File: src/pkg/icr_pkg.sv
// package: offsets, field positions, reset values and carriers for the config register block
`default_nettype none
package icr_pkg;
  // ==========================================================================
  // port offsets on the 3-bit address
  localparam logic [2:0] ICR_OFS_CTRL = 3'h2;
  localparam logic [2:0] ICR_OFS_INDEX = 3'h3;
  localparam logic [2:0] ICR_OFS_WINDOW = 3'h7;
  // ==========================================================================
  // index field values
  localparam logic [2:0] ICR_IDX_CLKSEL = 3'h0;
  localparam logic [2:0] ICR_IDX_CLKDIS = 3'h1;
  localparam logic [2:0] ICR_IDX_SP0INT = 3'h2;
  localparam logic [2:0] ICR_IDX_SP1INT = 3'h3;
  localparam logic [2:0] ICR_IDX_PPINT = 3'h4;
  localparam logic [2:0] ICR_IDX_MODE = 3'h5;
  localparam logic [2:0] ICR_IDX_VERSION = 3'h6;
  localparam logic [2:0] ICR_IDX_PARK = 3'h7;
  // ==========================================================================
  // field positions
  localparam int ICR_CTRL_IRQ_BIT = 4;
  localparam int ICR_IDX_TEST_BIT = 7;
  localparam int ICR_CS_TOGGLE_BIT = 4;
  localparam int ICR_CS_STATE_BIT = 3;
  localparam logic [7:0] ICR_CTRL_ONES = 8'hE0;
  localparam logic [7:0] ICR_CTRL_WMASK = 8'h3F;
  localparam logic [7:0] ICR_CS_WMASK = 8'h1F;
  localparam logic [7:0] ICR_RESET_VAL = 8'h00;
  localparam logic [7:0] ICR_PARK_READ = 8'hFF;
  // arbitrary value, not an identity of any part
  localparam logic [7:0] ICR_VERSION_VAL = 8'h5A;
  // ==========================================================================
  // serial clock choices
  localparam logic [1:0] ICR_UCLK_1M8432 = 2'h0;
  localparam logic [1:0] ICR_UCLK_3M072 = 2'h1;
  localparam logic [1:0] ICR_UCLK_EXT = 2'h2;
  localparam logic [1:0] ICR_UCLK_8M0 = 2'h3;
  // ==========================================================================
  // host bus: strobes, all active low, then the 3-bit address
  typedef struct packed {
    logic port_chip_select_b;
    logic ior_b;
    logic iow_b;
    logic [2:0] addr;
  } icr_bus_s;
  // raw interrupt sources into the mux: uart1, uart0, parallel
  typedef struct packed {
    logic uart1;
    logic uart0;
    logic par;
  } icr_irq_s;
endpackage
`default_nettype wire

File: src/hdl/icr_top.sv
// indirect configuration register access: control readback, index, window, clock selection
// Summary of operation
// - control read returns stored bits 4:0
// - control read bits 7:5 read as one
// - control read: select, read low, address 2 or 6 (only bits 1:0 decoded)
// - irq enable gates parallel port interrupt
// - index at offset 3, data via 7
// - index held until rewritten
// - test bit swaps mux interrupt sources
// - bits 6:5 choose uart1 clock
// - bits 4:3 choose uart0 clock
// - index bits 2:0 steer window
// - clock select at index 0, resets zero
// - pin function from strap at reset
// - toggle bit reads 0 under fast port
// - writing 0 leaves pin function
// - writing 1 swaps pin function
// - bit 3 shows pin state under fast
`default_nettype none
module icr_top
(
  // clock and reset
  input wire logic mclk,
  input wire logic rst_b,
  // host bus
  input wire icr_pkg::icr_bus_s bus,
  input wire logic [7:0] wdata,
  output logic [7:0] rdata,
  output logic rdata_oe,
  // strap and mode
  input wire logic irq8_strap,
  input wire logic fast_port_enable,
  // interrupt sources and printer status
  input wire icr_pkg::icr_irq_s irq_raw,
  input wire logic printer_selected_status,
  input wire logic printer_busy_status,
  input wire logic paper_end_status,
  // outputs to the port, mux and clocks
  output logic [4:0] printer_ctrl,
  output icr_pkg::icr_irq_s irq_mux_in,
  output logic [3:0] uart1_clk_sel,
  output logic [3:0] uart0_clk_sel,
  output logic [2:0] coproc_clk_code,
  output logic coprocessor_clock_out_sel
);
  import icr_pkg::*;
  // ==========================================================================
  // decode
  logic sel_rd, sel_wr;
  assign sel_rd = !bus.port_chip_select_b && !bus.ior_b && bus.iow_b;
  assign sel_wr = !bus.port_chip_select_b && bus.ior_b && !bus.iow_b;
  // level strobes: act once per access, on the leading edge
  logic wr_d_r, rd_d_r;
  logic wr_pulse, rd_pulse;
  assign wr_pulse = sel_wr && !wr_d_r;
  assign rd_pulse = sel_rd && !rd_d_r;
  logic ctrl_rd, ctrl_wr, idx_rd, idx_wr, win_rd, win_wr;
  assign ctrl_rd = rd_pulse && (bus.addr[1:0] == ICR_OFS_CTRL[1:0]);
  assign ctrl_wr = wr_pulse && (bus.addr[1:0] == ICR_OFS_CTRL[1:0]);
  assign idx_rd = rd_pulse && (bus.addr == ICR_OFS_INDEX);
  assign idx_wr = wr_pulse && (bus.addr == ICR_OFS_INDEX);
  assign win_rd = rd_pulse && (bus.addr == ICR_OFS_WINDOW);
  assign win_wr = wr_pulse && (bus.addr == ICR_OFS_WINDOW);

  always_ff @(posedge mclk)
  begin
    if (!rst_b)
    begin
      wr_d_r <= 1'b0;
      rd_d_r <= 1'b0;
    end
    else
    begin
      wr_d_r <= sel_wr;
      rd_d_r <= sel_rd;
    end
  end
  // ==========================================================================
  // registers
  logic [7:0] ctrl_r, index_r, clksel_r, other_r [1:5];
  logic pin_state_r, strap_done_r;
  logic [2:0] win_idx;
  assign win_idx = index_r[2:0];

  always_ff @(posedge mclk)
  begin
    if (!rst_b)
      ctrl_r <= ICR_RESET_VAL;
    else if (ctrl_wr)
      ctrl_r <= wdata & ICR_CTRL_WMASK;
  end

  // retained across every other access
  always_ff @(posedge mclk)
  begin
    if (!rst_b)
      index_r <= ICR_RESET_VAL;
    else if (idx_wr)
      index_r <= wdata;
  end

  always_ff @(posedge mclk)
  begin
    if (!rst_b)
      clksel_r <= ICR_RESET_VAL;
    else if (win_wr && win_idx == ICR_IDX_CLKSEL)
      clksel_r <= wdata & ICR_CS_WMASK;
  end

  // other window registers stored plainly; version is read-only, park is dropped
  always_ff @(posedge mclk)
  begin
    if (!rst_b)
    begin
      for (int i = 1; i <= 5; i++)
        other_r[i] <= ICR_RESET_VAL;
    end
    else if (win_wr && win_idx >= ICR_IDX_CLKDIS && win_idx <= ICR_IDX_MODE)
      other_r[win_idx] <= wdata;
  end

  // strap caught at the first edge after release, then only toggled
  always_ff @(posedge mclk)
  begin
    if (!rst_b)
    begin
      strap_done_r <= 1'b0;
      pin_state_r <= 1'b0;
    end
    else if (!strap_done_r)
    begin
      strap_done_r <= 1'b1;
      pin_state_r <= !irq8_strap;
    end
    else if (win_wr && win_idx == ICR_IDX_CLKSEL && wdata[ICR_CS_TOGGLE_BIT])
      pin_state_r <= !pin_state_r;
  end
  // ==========================================================================
  // read data
  logic [7:0] win_val, rd_nxt;
  always_comb
  begin
    win_val = ICR_PARK_READ;
    unique case (win_idx)
      ICR_IDX_CLKSEL:
      begin
        win_val = clksel_r;
        if (fast_port_enable)
        begin
          win_val[ICR_CS_TOGGLE_BIT] = 1'b0;
          win_val[ICR_CS_STATE_BIT] = pin_state_r;
        end
      end
      ICR_IDX_VERSION: win_val = ICR_VERSION_VAL;
      ICR_IDX_PARK: win_val = ICR_PARK_READ;
      default: win_val = other_r[win_idx];
    endcase
  end

  always_comb
  begin
    rd_nxt = rdata;
    if (ctrl_rd)
      rd_nxt = ICR_CTRL_ONES | {3'h0, ctrl_r[4:0]};
    else if (idx_rd)
      rd_nxt = index_r;
    else if (win_rd)
      rd_nxt = win_val;
  end

  always_ff @(posedge mclk)
  begin
    if (!rst_b)
    begin
      rdata <= ICR_RESET_VAL;
      rdata_oe <= 1'b0;
    end
    else
    begin
      rdata <= rd_nxt;
      rdata_oe <= sel_rd && (bus.addr[1:0] == ICR_OFS_CTRL[1:0] ||
                  bus.addr == ICR_OFS_INDEX || bus.addr == ICR_OFS_WINDOW);
    end
  end
  // ==========================================================================
  // outputs
  always_ff @(posedge mclk)
  begin
    if (!rst_b)
    begin
      printer_ctrl <= 5'h00;
      irq_mux_in <= '0;
      coproc_clk_code <= 3'h0;
      coprocessor_clock_out_sel <= 1'b0;
    end
    else
    begin
      printer_ctrl <= ctrl_r[4:0];
      if (index_r[ICR_IDX_TEST_BIT])
        irq_mux_in <= {printer_selected_status, printer_busy_status, paper_end_status};
      else
        irq_mux_in <= {irq_raw.uart1, irq_raw.uart0,
                       irq_raw.par && ctrl_r[ICR_CTRL_IRQ_BIT]};
      coproc_clk_code <= clksel_r[2:0];
      coprocessor_clock_out_sel <= !pin_state_r;
    end
  end

  icr_clock_mux u_uart1_clk
  (
    .mclk(mclk),
    .rst_b(rst_b),
    .choice(index_r[6:5]),
    .sel_onehot(uart1_clk_sel)
  );

  icr_clock_mux u_uart0_clk
  (
    .mclk(mclk),
    .rst_b(rst_b),
    .choice(index_r[4:3]),
    .sel_onehot(uart0_clk_sel)
  );
  // ==========================================================================
  // checks
  ctrl_read_ones_a: assert property (@(posedge mclk) disable iff (!rst_b)
    ctrl_rd |=> rdata[7:5] == 3'h7) else $error("control read high bits not one");
  ctrl_read_back_a: assert property (@(posedge mclk) disable iff (!rst_b)
    ctrl_rd |=> rdata[4:0] == $past(ctrl_r[4:0])) else $error("control readback wrong");
  index_hold_a: assert property (@(posedge mclk) disable iff (!rst_b)
    !idx_wr |=> index_r == $past(index_r)) else $error("index changed without write");
  index_write_a: assert property (@(posedge mclk) disable iff (!rst_b)
    idx_wr |=> index_r == $past(wdata)) else $error("index write lost");
  park_nowrite_a: assert property (@(posedge mclk) disable iff (!rst_b)
    (win_wr && win_idx == ICR_IDX_PARK) |=> clksel_r == $past(clksel_r))
    else $error("parked write changed clock select");
  toggle_zero_a: assert property (@(posedge mclk) disable iff (!rst_b)
    (strap_done_r && !(win_wr && win_idx == ICR_IDX_CLKSEL && wdata[ICR_CS_TOGGLE_BIT]))
    |=> $stable(pin_state_r)) else $error("pin function moved");
  toggle_one_a: assert property (@(posedge mclk) disable iff (!rst_b)
    (strap_done_r && win_wr && win_idx == ICR_IDX_CLKSEL && wdata[ICR_CS_TOGGLE_BIT])
    |=> pin_state_r != $past(pin_state_r)) else $error("toggle did not swap");
  fast_toggle_a: assert property (@(posedge mclk) disable iff (!rst_b)
    (win_rd && win_idx == ICR_IDX_CLKSEL && fast_port_enable) |=> !rdata[ICR_CS_TOGGLE_BIT])
    else $error("toggle bit not zero under fast port");
  irq_gate_a: assert property (@(posedge mclk) disable iff (!rst_b)
    (!index_r[ICR_IDX_TEST_BIT] && !ctrl_r[ICR_CTRL_IRQ_BIT] && $stable(ctrl_r)
     && $stable(index_r)) |=> !irq_mux_in.par) else $error("parallel irq not gated");
endmodule // icr_top
`default_nettype wire

File: src/hdl/icr_clock_mux.sv
// serial port clock choice: one-hot selects for one uart input clock
`default_nettype none
module icr_clock_mux
(
  // clock and reset
  input wire logic mclk,
  input wire logic rst_b,
  // choice field
  input wire logic [1:0] choice,
  // one-hot select of 1.8432, 3.072, external, 8.0 MHz
  output logic [3:0] sel_onehot
);
  import icr_pkg::*;
  always_ff @(posedge mclk)
  begin
    if (!rst_b)
      sel_onehot <= 4'h1;
    else
    begin
      unique case (choice)
        ICR_UCLK_1M8432: sel_onehot <= 4'h1;
        ICR_UCLK_3M072: sel_onehot <= 4'h2;
        ICR_UCLK_EXT: sel_onehot <= 4'h4;
        ICR_UCLK_8M0: sel_onehot <= 4'h8;
      endcase
    end
  end
endmodule // icr_clock_mux
`default_nettype wire

File: config.mk
export PLATFORM = sky130hd
export DESIGN_NAME = icr_top
export DESIGN_NICKNAME = d
export VERILOG_FILES = /design/src/pkg/icr_pkg.sv /design/src/hdl/icr_top.sv /design/src/hdl/icr_clock_mux.sv
export SDC_FILE = /design/constraint.sdc
export NUM_CORES = 1
export LEC_CHECK = 0
export BUFFER_PORTS_ARGS = -buffer_cell sky130_fd_sc_hd__buf_2
export CAP_MARGIN = 20
export CORE_AREA = 4 4 103 105
export DETAILED_ROUTE_END_ITERATION = 6
export DIE_AREA = 0 0 107 109
export GPL_ROUTABILITY_DRIVEN = 0
export HOLD_SLACK_MARGIN = 0.03
export PLACE_DENSITY = 0.74
export SYNTH_ARGS = -nofsm -noshare
export SYNTH_HDL_FRONTEND = slang
export SYNTH_SLANG_ARGS = --single-unit
export TNS_END_PERCENT = 5
File: constraint.sdc
create_clock -name mclk -period 1.8 [get_ports mclk]
set_input_delay 0.09 -clock mclk [delete_from_list [all_inputs] [get_ports mclk]]
set_output_delay 0.09 -clock mclk [all_outputs]
set_load 0.02 [all_outputs]
======== Word level (Yosys, flattened, before mapping) ========
Memory sizes are Yosys's and may differ from the RTL's. A register that Yosys moved wholly into a read port is not among the register bits.
Cells that the tools add are included.
word-level totals
  register bits after elaboration ......... 51
  latch bits .............................. 0
  RAM bits ................................ 40
  ROM bits ................................ 0
  bits of input ports ..................... 24
  output and inout bits ................... 29
  word-level logic and storage cells ...... 84
  memories ................................ 1
operators by class
  $add $sub $neg .......................... 0
  $mul .................................... 0
  div/mod/pow operators ................... 0
  $lt $le $gt $ge ......................... 2
  eq/ne operators ......................... 12
  shift-type cells ........................ 0
  multiplexer cells ....................... 20
  bitwise gates (word level) .............. 0
  reduce and logical (&&, ||, !) cells .... 32
memories
  name     words  bits a word  rd ports  clocked after Yosys merged registers in  write ports  RTL line       source
  other_r  5      8            1         1                                        5            icr_top.sv:80  logic [7:0] ctrl_r, index_r, clksel_r, other_r [1:5];
operators with widths
  kind                                                                number
  two-way mux 8 bit                                                   4
  one-hot mux 4 bit (4 select lines)                                  2
  one-hot mux 8 bit (3 select lines)                                  1
  logical AND 1 bit                                                   18
  two-way mux 3 bit                                                   4
  equality test 2 bit (second input constant)                         5
  equality test 3 bit (second input constant)                         3
  two-way mux 1 bit                                                   8
  OR reduction 8 bit                                                  1
  logical NOT 1 bit                                                   7
  equality test 2 x 1 -> 1 bit (second input constant)                2
  logical NOT 2 bit                                                   2
  equality test 3 x 2 -> 1 bit (second input constant)                1
  greater-or-equal comparator 3 x 1 -> 1 bit (second input constant)  1
  less-or-equal comparator 3 bit (second input constant)              1
  logical NOT 3 bit                                                   1
  nonzero test 3 bit                                                  1
  logical OR 1 bit                                                    2
  two-way mux 2 bit                                                   1
  != test 2 x 1 -> 1 bit (second input constant)                      1

======== Longest topological paths before layout ========
Gate-level depths: netlist of run 1.
  depth after elaboration ................. 12
  depth in mapped cells ................... 6
  mapped depth without buffers ............ 4

======== Cells and area by module ========
Synthesis of run 1 repeated with hierarchy kept, for this count alone.
second synthesis, totals
  cell total of the unflattened synthesis .. 369
  area total of the unflattened synthesis .. 4857.2 um^2
by module, submodules not included
  module         times used  cells each  area an instance (um^2)  sequential area each (um^2)
  icr_top        1           353         4636.9                   2842.7
  icr_clock_mux  2           8           110.1                    80.1

======== Least setup slack after synthesis of run 1 ========
Ideal clock, no wire load.
  path kind ............................... register to register
  start point ............................. reg wr_d_r
  end point ............................... mem other_r[2][0] (netlist bit), enable pin
  library setup time ...................... 334 ps
  arrival ................................. 1493 ps
  data required time ...................... 1466 ps
  setup slack ............................. -27 ps
  stages on the path, launching flop included .. 6
  path buffers ............................ 2
  period minus slack after synthesis ...... 1827 ps
  cell sequence ........................... dfxtp_1 -> clkbuf_1 -> nor4_4 -> buf_6 -> nor3b_4 -> nand2b_1
RTL lines
  element                 RTL line       source
  from (decl)             icr_top.sv:53  logic wr_d_r, rd_d_r;
  from (signal assigned)  icr_top.sv:74  wr_d_r <= sel_wr;
  to (decl)               icr_top.sv:80

======== Worst setup path in the final report of run 1 ========
  start point ............................. in rst_b
  end point ............................... reg wr_d_r
RTL lines
  element      RTL line       source
  from (decl)  icr_top.sv:24  input wire logic rst_b,
No word-level cell between the ends.

==> results of run 1 <==
## what timing repair did
action,in CTS,in global routing
setup buffers,0,0
endpoints found under the setup margin,0,23
hold buffers,21,0
resized for setup,0,3
endpoints found under the hold margin,64,0
## state kept, by name, indices dropped and copies added (netlist names), 3 cells and up, named ones only
signal	cells
clksel_r	5
printer_ctrl	5
rdata	8
other_r	64
coproc_clk_code	3
ctrl_r	5
irq_mux_in	3
index_r	8
u_uart1_clk.sel_onehot	4
u_uart0_clk.sel_onehot	4
## power breakdown
| part | switching (W) | internal (W) |
|---|---|---|
| logic | 0.000196 | 0.000142 |
| registers | 0.0000456 | 0.00294 |
| clock network | 0.00125 | 0.00200 |
| total | 0.00149 | 0.00508 |
## critical path, stage by stage
cell	delay, ns
dlygate4sd3_1	0.52
buf_2	0.12
buf_4	0.25
inv_2	0.26
nor4b_1	0.36
dlygate4sd3_1	0.60
## layout make-up
type | instances | area (sq um) | area share [%]
flip-flops and latches | 118 | 3000 | 46.7
clock inverters | 13 | 115 | 1.79
inverters | 7 | 26.3 | 0.409
clock buffers | 19 | 464 | 7.22
well taps | 133 | 166 | 2.59
repair buffers | 106 | 768 | 11.9
multi-input cells | 261 | 1890 | 29.3
## how the worst max path moves through the flow
stage	start	to	slack [ns]	cells after the start
6_report	rst_b	wr_d_r	0.06	6
5_1_grt	rst_b	wr_d_r	0.02	6
4_1_cts	rd_d_r	rdata[1]	0.04	4
3_5_place_dp	bus[5]	other_r[5][6]	-0.04	6
3_3_place_gp	bus[5]	other_r[2][3]	0.04	5
2_1_floorplan	wr_d_r	other_r[2][0]	0.05	5
## metal layers
layer | up-vias | part of all wire (%) | wire [um] | GRT usage (%)
met3 | 39 | 6.2 | 772 | 5.45
met4 | 0 | 3.3 | 404 | 10.6
met2 | 147 | 50 | 6190 | 37.9
met5 | - | 0 | 0 | 0
met1 | 1708 | 41 | 5030 | 27.7
li1 | 1642 | - | - | -
## through the flow
| stage | TNS [ns] | utilization [%] | hold WS (ns) |
|---|---|---|---|
| after floorplan | 0 | - | 0.118 |
| after global placement | 0 | 58.4 | 0.283 |
| after detailed placement | -0.387 | 58.4 | 0.303 |
| after CTS | 0 | 66.6 | 0.0314 |
| after global routing | 0 | 66.7 | 0.0568 |
| final | 0 | 66.7 | 0.0571 |
## logic make-up after synthesis
family | after synthesis | share of synthesized area, %
muxes | 49 | 12.5
DFF | 118 | 60.7
buffers and inverters | 32 | 3.16
other | 1 | 0.0758
xor gates and xnor gates | 1 | 0.177
and+or+nand+nor | 144 | 17.2
AOI/OAI and AO/OA | 43 | 6.15
## synth_stat cells, drive strengths merged (7+ instances only)
master and instances:
mux2i 35, buf 15, a31oi 7, nand2 14, edfxtp 64, and3 13, mux4 10, nand2b 7
clkbuf 10, dfxtp 54, nor2 34, nor3 7, inv 7, and2 44, o21ai 9
==> impl_metrics.json, run 1 <==
{
  "outcome": "finished clean",
  "pre_cts_ws_ns": -0.0402,
  "max_freq_mhz": 575,
  "yosys-top-cells-area": "edfxtp_1, dfxtp_1, mux2i_1",
  "hold_start": "bus[0]",
  "synth.yosys.seq_area_share_pct": 60.7,
  "drt_wl_total_um": 12400,
  "r2r_end": "other_r[2][0]",
  "ys_seq_elements": 118,
  "place_inst": 604,
  "total_power_w": 0.00657,
  "fp.dieH_um": 109,
  "cts_root_buffer": "clkbuf_8",
  "wl_per_cell_um": 18.9,
  "slew-limit-headroom_pct": 65.7,
  "r2r_start": "index_r[2]",
  "period_needed_ns": 1.74,
  "post-route-period-util_pct": 96.6,
  "crit_required_ns": 2.27,
  "pwr_density_cell_nw_per_um2": 1020,
  "core_area_sq_um": 9640,
  "hp-class": "primary input to flip-flop",
  "via_per_inst": 5.38,
  "hold_end": "rdata[3]",
  "start_util_pct": 51.3,
  "ys_types": 50,
  "crit_fanout": 28,
  "grt_max_degree": 29,
  "drv_slew": 0,
  "synth_edf_count": 64,
  "synth_largest_area_cell": "edfxtp_1",
  "fillCellCount": 725,
  "clkTransAtPathRegs_ns": 0.06,
  "worstSetupPathType": "primary input to flip-flop",
  "r2r_setup_slack_ns": 0.09,
  "stdcell_area_sq_um": 6430,
  "dpl.hpwl_um": 8680,
  "instances_no_fill": 657,
  "startpoint_type": "primary input",
  "dpl_cell_area_sq_um": 5630,
  "ir_worst_vdd_v": 0.000655,
  "maxCapViolCount": 0,
  "final_cell_mix": "edfxtp_1, dfxtp_1, buf_2",
  "cts_tree": "yes",
  "drtPass1Iterations": 5,
  "io_buffer_count": 52,
  "setup_ws_ns": 0.0608,
  "first_iter_violations": 325,
  "fp-row-count": 36,
  "post_synth.cell_area_avg_sq_um": 12.8,
  "ys_async_sr_fraction_pct": 0,
  "hold_depth": 4,
  "cts_sinks": 118,
  "grt_pass1_wl_um": 19200,
  "finalNetCount": 535,
  "cp.arrival_ns": 2.21,
  "synth_top_cell_area_share_pct": 38.8,
  "drc": 0,
  "worstSkewPairLatency_ns": 0.53,
  "synth_flop_cell": "edfxtp_1",
  "postRouteAntennaNets": 0,
  "cts_made_buffers": 17,
  "reg2reg_depth": 4,
  "die_w_um": 107,
  "vias": 3536,
  "grt_pass1_vias": 3517,
  "finalSetupViolCount": 0,
  "globalRoute.totalOverflow": 0,
  "hold_violations": 0,
  "yosysWarnings": 0,
  "io_pins": 53,
  "cts_buffer_depth": 2,
  "groute.usage.overall_pct": 22.6,
  "die-area_sq_um": 11700,
  "layout-drive-gt1-share_pct": 27.5,
  "mappedNetlistArea_sq_um": 4950,
  "leakagePower_nw": 2.55,
  "final_common_cell": "edfxtp_1",
  "skew_ns": 0.00917,
  "cts_max_level": 4,
  "syn_inst": 388,
  "rsz0062_at_grt": "no",
  "worst_pin_slew_ns": 0.514,
  "syn2layout_area_growth_pct": 30.0,
  "antenna_found_initial": 0,
  "antenna_cells": 0,
  "endpoint_kind": "flip-flop"
}
Note: power is estimated with default switching activity, not from simulation.
==> inputs of run 2 (changes only) <==
--- a/config.mk
+++ b/config.mk
@@ -5,6 +5,7 @@
 export SDC_FILE = /design/constraint.sdc
 export NUM_CORES = 1
 export LEC_CHECK = 0
+export ABC_AREA = 1
 export BUFFER_PORTS_ARGS = -buffer_cell sky130_fd_sc_hd__buf_2
 export CAP_MARGIN = 20
 export CORE_AREA = 4 4 103 105
@@ -12,7 +13,7 @@
 export DIE_AREA = 0 0 107 109
 export GPL_ROUTABILITY_DRIVEN = 0
 export HOLD_SLACK_MARGIN = 0.03
-export PLACE_DENSITY = 0.74
+export PLACE_DENSITY = 0.73
 export SYNTH_ARGS = -nofsm -noshare
 export SYNTH_HDL_FRONTEND = slang
 export SYNTH_SLANG_ARGS = --single-unit
==> run 2 against run 1 <==
Against the previous run: maximum frequency up 7.7%; clock power up 4%; final cell count up 19%; flip-flop and latch count unchanged; sequential power about the same; largest cell class unchanged.
==> impl_metrics.json, run 2 <==
{
  "outcome": "finished clean",
  "cts_max_level": 4,
  "grt_pass1_wl_um": 19200,
  "regMostFlops": "other_r",
  "hold_depth": 7,
  "reg.largest.list": "other_r (64), index_r (8), rdata (8)",
  "ys_top_cells_by_count": "nand2_1, nor2_1, edfxtp_1",
  "fp-row-count": 36,
  "p_sw_w": 0.00151,
  "drt_wl_total_um": 11600,
  "register_area_sq_um": 3000,
  "cts_sinks": 118,
  "antenna_cells": 0,
  "first_iter_violations": 308,
  "fillCellCount": 803,
  "hold_violations": 0,
  "dpl.hpwl_um": 7640,
  "finalSetupViolCount": 0,
  "synth_most_common_cell": "nand2_1",
  "rsz0062_at_grt": "no",
  "postRouteAntennaNets": 0,
  "drtPass1Iterations": 5,
  "start_util_pct": 51.0,
  "p_comb_share_pct": 5.1,
  "skew_ns": 0.00467,
  "ir_worst_vdd_v": 0.000723,
  "worstSetupPathType": "primary input to flip-flop",
  "via_per_inst": 5.06,
  "leakagePower_nw": 2.79,
  "post_synth.cell_area_avg_sq_um": 9.29,
  "synth_largest_area_cell": "edfxtp_1",
  "post-route-period-util_pct": 89.8,
  "syn2layout_area_growth_pct": 27.1,
  "slew-limit-headroom_pct": 66.4,
  "crit_required_ns": 1.98,
  "cts_root_buffer": "clkbuf_8",
  "ys_types": 29,
  "synth_top_cell_area_share_pct": 39.1,
  "internal_power_w": 0.00519,
  "syn_inst": 529,
  "groute.usage.overall_pct": 21.4,
  "endpoint_kind": "flip-flop",
  "cp.arrival_ns": 1.80,
  "die-area_sq_um": 11700,
  "antenna_found_initial": 0,
  "worstSkewPairLatency_ns": 0.53,
  "mappedNetlistArea_sq_um": 4910,
  "vias": 3966,
  "fp.dieH_um": 109,
  "multiInputGateArea_sq_um": 1650,
  "synth_edf_count": 64,
  "reg2reg_depth": 9,
  "period_needed_ns": 1.62,
  "swShare_pct": 22.5,
  "max_freq_mhz": 619,
  "drc": 0,
  "crit_fanout": 9,
  "r2r_end": "rdata[1]",
  "grt_pass1_vias": 3930,
  "io_buffer_count": 52,
  "cts_tree": "yes",
  "hp-class": "primary input to flip-flop",
  "hold_start": "bus[4]",
  "drv_slew": 0,
  "p_seq_share_pct": 44.4,
  "layout-drive-gt1-share_pct": 19.4,
  "ys_async_sr_fraction_pct": 0,
  "ys_seq_elements": 118,
  "core_area_sq_um": 9640,
  "worst_pin_slew_ns": 0.504,
  "whs_ns": 0.144,
  "startpoint_type": "primary input",
  "globalRoute.totalOverflow": 0,
  "r2r_setup_slack_ns": 0.19,
  "maxCapViolCount": 0,
  "finalNetCount": 662,
  "grt_max_degree": 45,
  "hold_end": "clksel_r[4]",
  "yosysWarnings": 0,
  "wl_per_cell_um": 14.8,
  "final_common_cell": "nand2_1",
  "yosys-top-cells-area": "edfxtp_1, dfxtp_1, nand2_1",
  "cts_made_buffers": 17,
  "pwr_density_cell_nw_per_um2": 1070,
  "cts_buffer_depth": 2,
  "final_cell_mix": "nand2_1, nor2_1, edfxtp_1",
  "largest_reg_flops": 64,
  "io_pins": 53,
  "synth_flop_cell": "edfxtp_1",
  "die_w_um": 107,
  "power.share.clock_pct": 50.5,
  "synth.yosys.seq_area_share_pct": 61.1,
  "fin_tns_setup_ns": 0,
  "clkTransAtPathRegs_ns": 0.06
}
## run 2: cell count changes in the layout (fill, tap and decap cells not counted), sizes merged, moves of 6 or more
cell	before	now
mux4	10	0
a21oi	6	35
nor2	34	91
nand3	3	39
nand2	14	102
nor2b	6	0
mux2i	35	0
inv	12	67
and3	13	0
and2	44	0
buf	85	63
nand2b	7	0
o21ai	9	44
## run 2: critical path: stages
cell and delay (ns):
dlygate4sd3_1 0.54, buf_2 0.25, nand2_4 0.08, inv_4 0.07, nand3_4 0.13, nor3_4 0.22
nand2_2 0.08, nand2_1 0.32
## run 2: what timing repair did
action                                 4_1_cts  5_1_grt
setup buffers                                0        0
gates resized for setup                      0        0
endpoints found under the hold margin       56        0
hold buffers                                23        0
## run 2: final cells by class
cell class | count | share of cell area (%)
timing repair buffer | 86 | 9.18
clock inverter | 11 | 1.74
sequential | 118 | 48.1
clock buffer | 21 | 8.06
inverter | 64 | 3.89
multi-input combinational | 351 | 26.4
tap | 133 | 2.67
## run 2: logic make-up (layout without fill, tap and decap cells)
| family | count (synthesis) | in the layout | share of synthesized area (%) |
|---|---|---|---|
| AOI/OAI and AO/OA | 87 | 87 | 9.22 |
| buffers and inverters | 83 | 182 | 7.13 |
| DFF | 118 | 118 | 61.1 |
| other | 1 | 24 | 0.0763 |
| and+or+nand+nor | 240 | 240 | 22.4 |
## run 2: power by group through the flow
stage / Combinational [W] / Sequential [W] / Clock, W
5_1_grt: 0.000381 / 0.00298 / 0.00355
2_1_floorplan: 0.000179 / 0.00303 / 0
6_report: 0.000342 / 0.00297 / 0.00338
3_5_place_dp: 0.000299 / 0.00303 / 0
3_3_place_gp: 0.000293 / 0.00303 / 0
4_1_cts: 0.000338 / 0.00298 / 0.00342
## run 2: layer usage
layer	up-vias	part of all wire, %	track usage, %
li1	1928	-	-
met1	1883	42	25.8
met2	128	50	35.8
met3	27	5.3	7.16
met4	0	2.1	7.85
met5	-	0	0
## run 2: worst max-delay path by stage
stage               from             to  slack, ns
2_1_floorplan     wr_d_r  other_r[2][0]       0.34
3_3_place_gp      bus[5]  other_r[1][1]       0.25
3_5_place_dp      bus[5]  other_r[1][1]       0.21
4_1_cts        flip-flop       rdata[1]       0.20
5_1_grt        flip-flop       rdata[2]       0.05
6_report          bus[0]  other_r[1][3]       0.18
## run 2: metrics by stage
stage                     setup slack [ns]  cell area (sq um)  cells  utilization, %  power, W
after global routing                0.0512               6240    784            64.8   0.00692
after floorplan                      0.344               5000    552               -   0.00321
after global placement               0.254               5400    729            56.0   0.00332
after detailed placement             0.215               5400    729            56.0   0.00333
after CTS                            0.202               6240    784            64.8   0.00673
final                                0.184               6240    784            64.8   0.00669
==> inputs of run 3 (changes only) <==
--- a/config.mk
+++ b/config.mk
@@ -8,12 +8,15 @@
 export ABC_AREA = 1
 export BUFFER_PORTS_ARGS = -buffer_cell sky130_fd_sc_hd__buf_2
 export CAP_MARGIN = 20
-export CORE_AREA = 4 4 103 105
+export CELL_PAD_IN_SITES_DETAIL_PLACEMENT = 1
+export CELL_PAD_IN_SITES_GLOBAL_PLACEMENT = 1
+export CORE_AREA = 4 4 116 118
 export DETAILED_ROUTE_END_ITERATION = 6
-export DIE_AREA = 0 0 107 109
+export DIE_AREA = 0 0 120 122
 export GPL_ROUTABILITY_DRIVEN = 0
 export HOLD_SLACK_MARGIN = 0.03
-export PLACE_DENSITY = 0.73
+export PLACE_DENSITY_LB_ADDON = 0.1
+export SETUP_SLACK_MARGIN = 0.5
 export SYNTH_ARGS = -nofsm -noshare
 export SYNTH_HDL_FRONTEND = slang
 export SYNTH_SLANG_ARGS = --single-unit
==> run 3 against run 2 <==
Against the previous run: routed wire length increased by 19%; register-to-register slack improved by 0.20 ns; global-route usage decreased by 1.7 points; non-clock buffer count increased by 3; combinational power increased by 8.2%; critical path type is now flip-flop to flip-flop.
==> impl_metrics.json, run 3 (same netlist as run 2, synthesis figures left out) <==
{
  "crit_top_cell": "nand2_1",
  "final_cell_mix": "nand2_1, nor2_1, edfxtp_1",
  "fillCellCount": 1456,
  "cts_made_buffers": 17,
  "worstSetupPathType": "flip-flop to flip-flop",
  "via_per_inst": 4.73,
  "r2r_setup_slack_ns": 0.39,
  "finalNetCount": 665,
  "leakagePower_nw": 2.86,
  "drc": 0,
  "antenna_cells": 0,
  "worst_pin_slew_ns": 0.502,
  "critical_path_buf_inv_count": 2,
  "crit_family": "simple AND/OR/NAND/NOR gates",
  "hp-class": "primary input to flip-flop",
  "rsz0062_at_grt": "yes",
  "ir_worst_vdd_v": 0.000631,
  "drtPass1Iterations": 4,
  "fp.dieH_um": 122,
  "reg2reg_depth": 11,
  "regMostFlops": "other_r",
  "antenna_found_initial": 0,
  "post-route-period-util_pct": 78.5,
  "core_area_sq_um": 12500,
  "cts_root_buffer": "clkbuf_16",
  "io_buffer_count": 52,
  "io_pins": 53,
  "crit_fanout": 6,
  "crit_path_top_delay_cell": "dfxtp_4",
  "die-area_sq_um": 14600,
  "cts_buffer_depth": 2,
  "cp_cell_sequence": "inv_6 -> clkbuf_16 -> nand2_1 -> nand3_1 -> nand3_2 -> nand3_1 -> nand2_1 -> nand2_1 -> nand2_1 -> nand2_1 -> a21oi_2",
  "groute.usage.overall_pct": 19.7,
  "outcome": "finished clean",
  "hold_end": "rdata_oe",
  "worstSkewPairLatency_ns": 0.41,
  "start_util_pct": 39.4,
  "grt_max_degree": 45,
  "dpl_cell_area_sq_um": 5520,
  "finalSetupViolCount": 0,
  "cp.arrival_ns": 1.77,
  "die_w_um": 120,
  "dpl.hpwl_um": 9350,
  "cts_sinks": 118,
  "syn2layout_area_growth_pct": 32.0,
  "maxCapViolCount": 0,
  "clkTransAtPathRegs_ns": 0.05,
  "cts_max_level": 4,
  "globalRoute.totalOverflow": 0,
  "vias": 3910,
  "skew_ns": 0.00734,
  "hold_violations": 0,
  "wl_per_cell_um": 16.7,
  "slew-limit-headroom_pct": 66.5,
  "r2r_end": "rdata[0]",
  "layout-drive-gt1-share_pct": 24.3,
  "hold_start": "bus[1]",
  "stdcell_area_sq_um": 6480,
  "first_iter_violations": 157,
  "fin_tns_setup_ns": 0,
  "cts_tree": "yes",
  "whs_ns": 0.0851,
  "largest_reg_flops": 64,
  "postRouteAntennaNets": 0,
  "instances_no_fill": 826,
  "crit_path_max_incr_delay_ns": 0.42,
  "final_common_cell": "nand2_1",
  "pwr_density_cell_nw_per_um2": 1030,
  "place_inst": 771,
  "grt_pass1_wl_um": 21600,
  "startpoint_type": "flip-flop",
  "pre_cts_ws_ns": 0.310,
  "drv_slew": 0,
  "fp-row-count": 41,
  "drt_wl_total_um": 13800,
  "crit_required_ns": 2.15,
  "hold_depth": 3,
  "grt_pass1_vias": 4143,
  "setup_ws_ns": 0.387,
  "reg.largest.list": "other_r (64), index_r (8), rdata (8)",
  "period_needed_ns": 1.41,
  "max_freq_mhz": 708,
  "endpoint_kind": "flip-flop"
}
==> run 3: cell types whose count changed in the layout (fill, tap and decap cells not counted), sizes merged <==
cell,before,now
clkbuf,21,24
buf,63,69
dlygate4sd3,23,17
bufinv,1,2
clkinv,7,9
inv,67,64
==> run 3: worst min-delay path, stage by stage <==
cell and delay (ns):
buf_2 0.12, inv_1 0.17, nor3_1 0.08
==> run 3: worst max path at each step <==
stage / cells after the start / to / startpoint
2_1_floorplan: 5 / other_r[1][0] / wr_d_r
3_3_place_gp: 7 / rdata[5] / flip-flop
3_5_place_dp: 12 / rdata[4] / flip-flop
4_1_cts: 6 / other_r[1][1] / wr_d_r
5_1_grt: 11 / rdata[2] / flip-flop
6_report: 11 / rdata[0] / flip-flop
==> run 3: routing by layer <==
layer / up-vias / GRT usage [%] / part of all wire (%)
li1: 1935 / - / -
met2: 79 / 33.9 / 52
met4: 0 / 6.87 / 1.0
met1: 1886 / 23.9 / 42
met3: 10 / 5.25 / 5.1
met5: - / 0 / 0
==> run 3: cell type report <==
cell class	instances	area [sq um]	share of cell area (%)
well taps	172	215	3.32
clock inverters	11	104	1.60
clock buffers	21	482	7.43
inverters	64	250	3.86
repair buffers	89	669	10.3
flip-flops and latches	118	3010	46.5
multi-input cells	351	1750	27.0
==> run 3: timing repair <==
action	4_1_cts	5_1_grt
hold buffers	17	0
gates resized for setup	9	24
setup buffers	3	0
pin swaps	2	3
cloned	0	3
endpoints found under the setup margin	95	105
endpoints found under the hold margin	32	0
==> run 3: power breakdown <==
part           internal [W]  switching (W)  leakage, nW
sequential          0.00294      0.0000369         1.09
clock               0.00216        0.00116        0.298
combinational      0.000127       0.000243         1.47
==> run 3: stage by stage <==
| step | power, W | util (%) |
|---|---|---|
| 3_3_place_gp | 0.00334 | 44.3 |
| 4_1_cts | 0.00672 | 50.7 |
| 5_1_grt | 0.00693 | 52.0 |
| 3_5_place_dp | 0.00335 | 44.3 |
| 6_report | 0.00667 | 52.0 |
| 2_1_floorplan | 0.00322 | - |
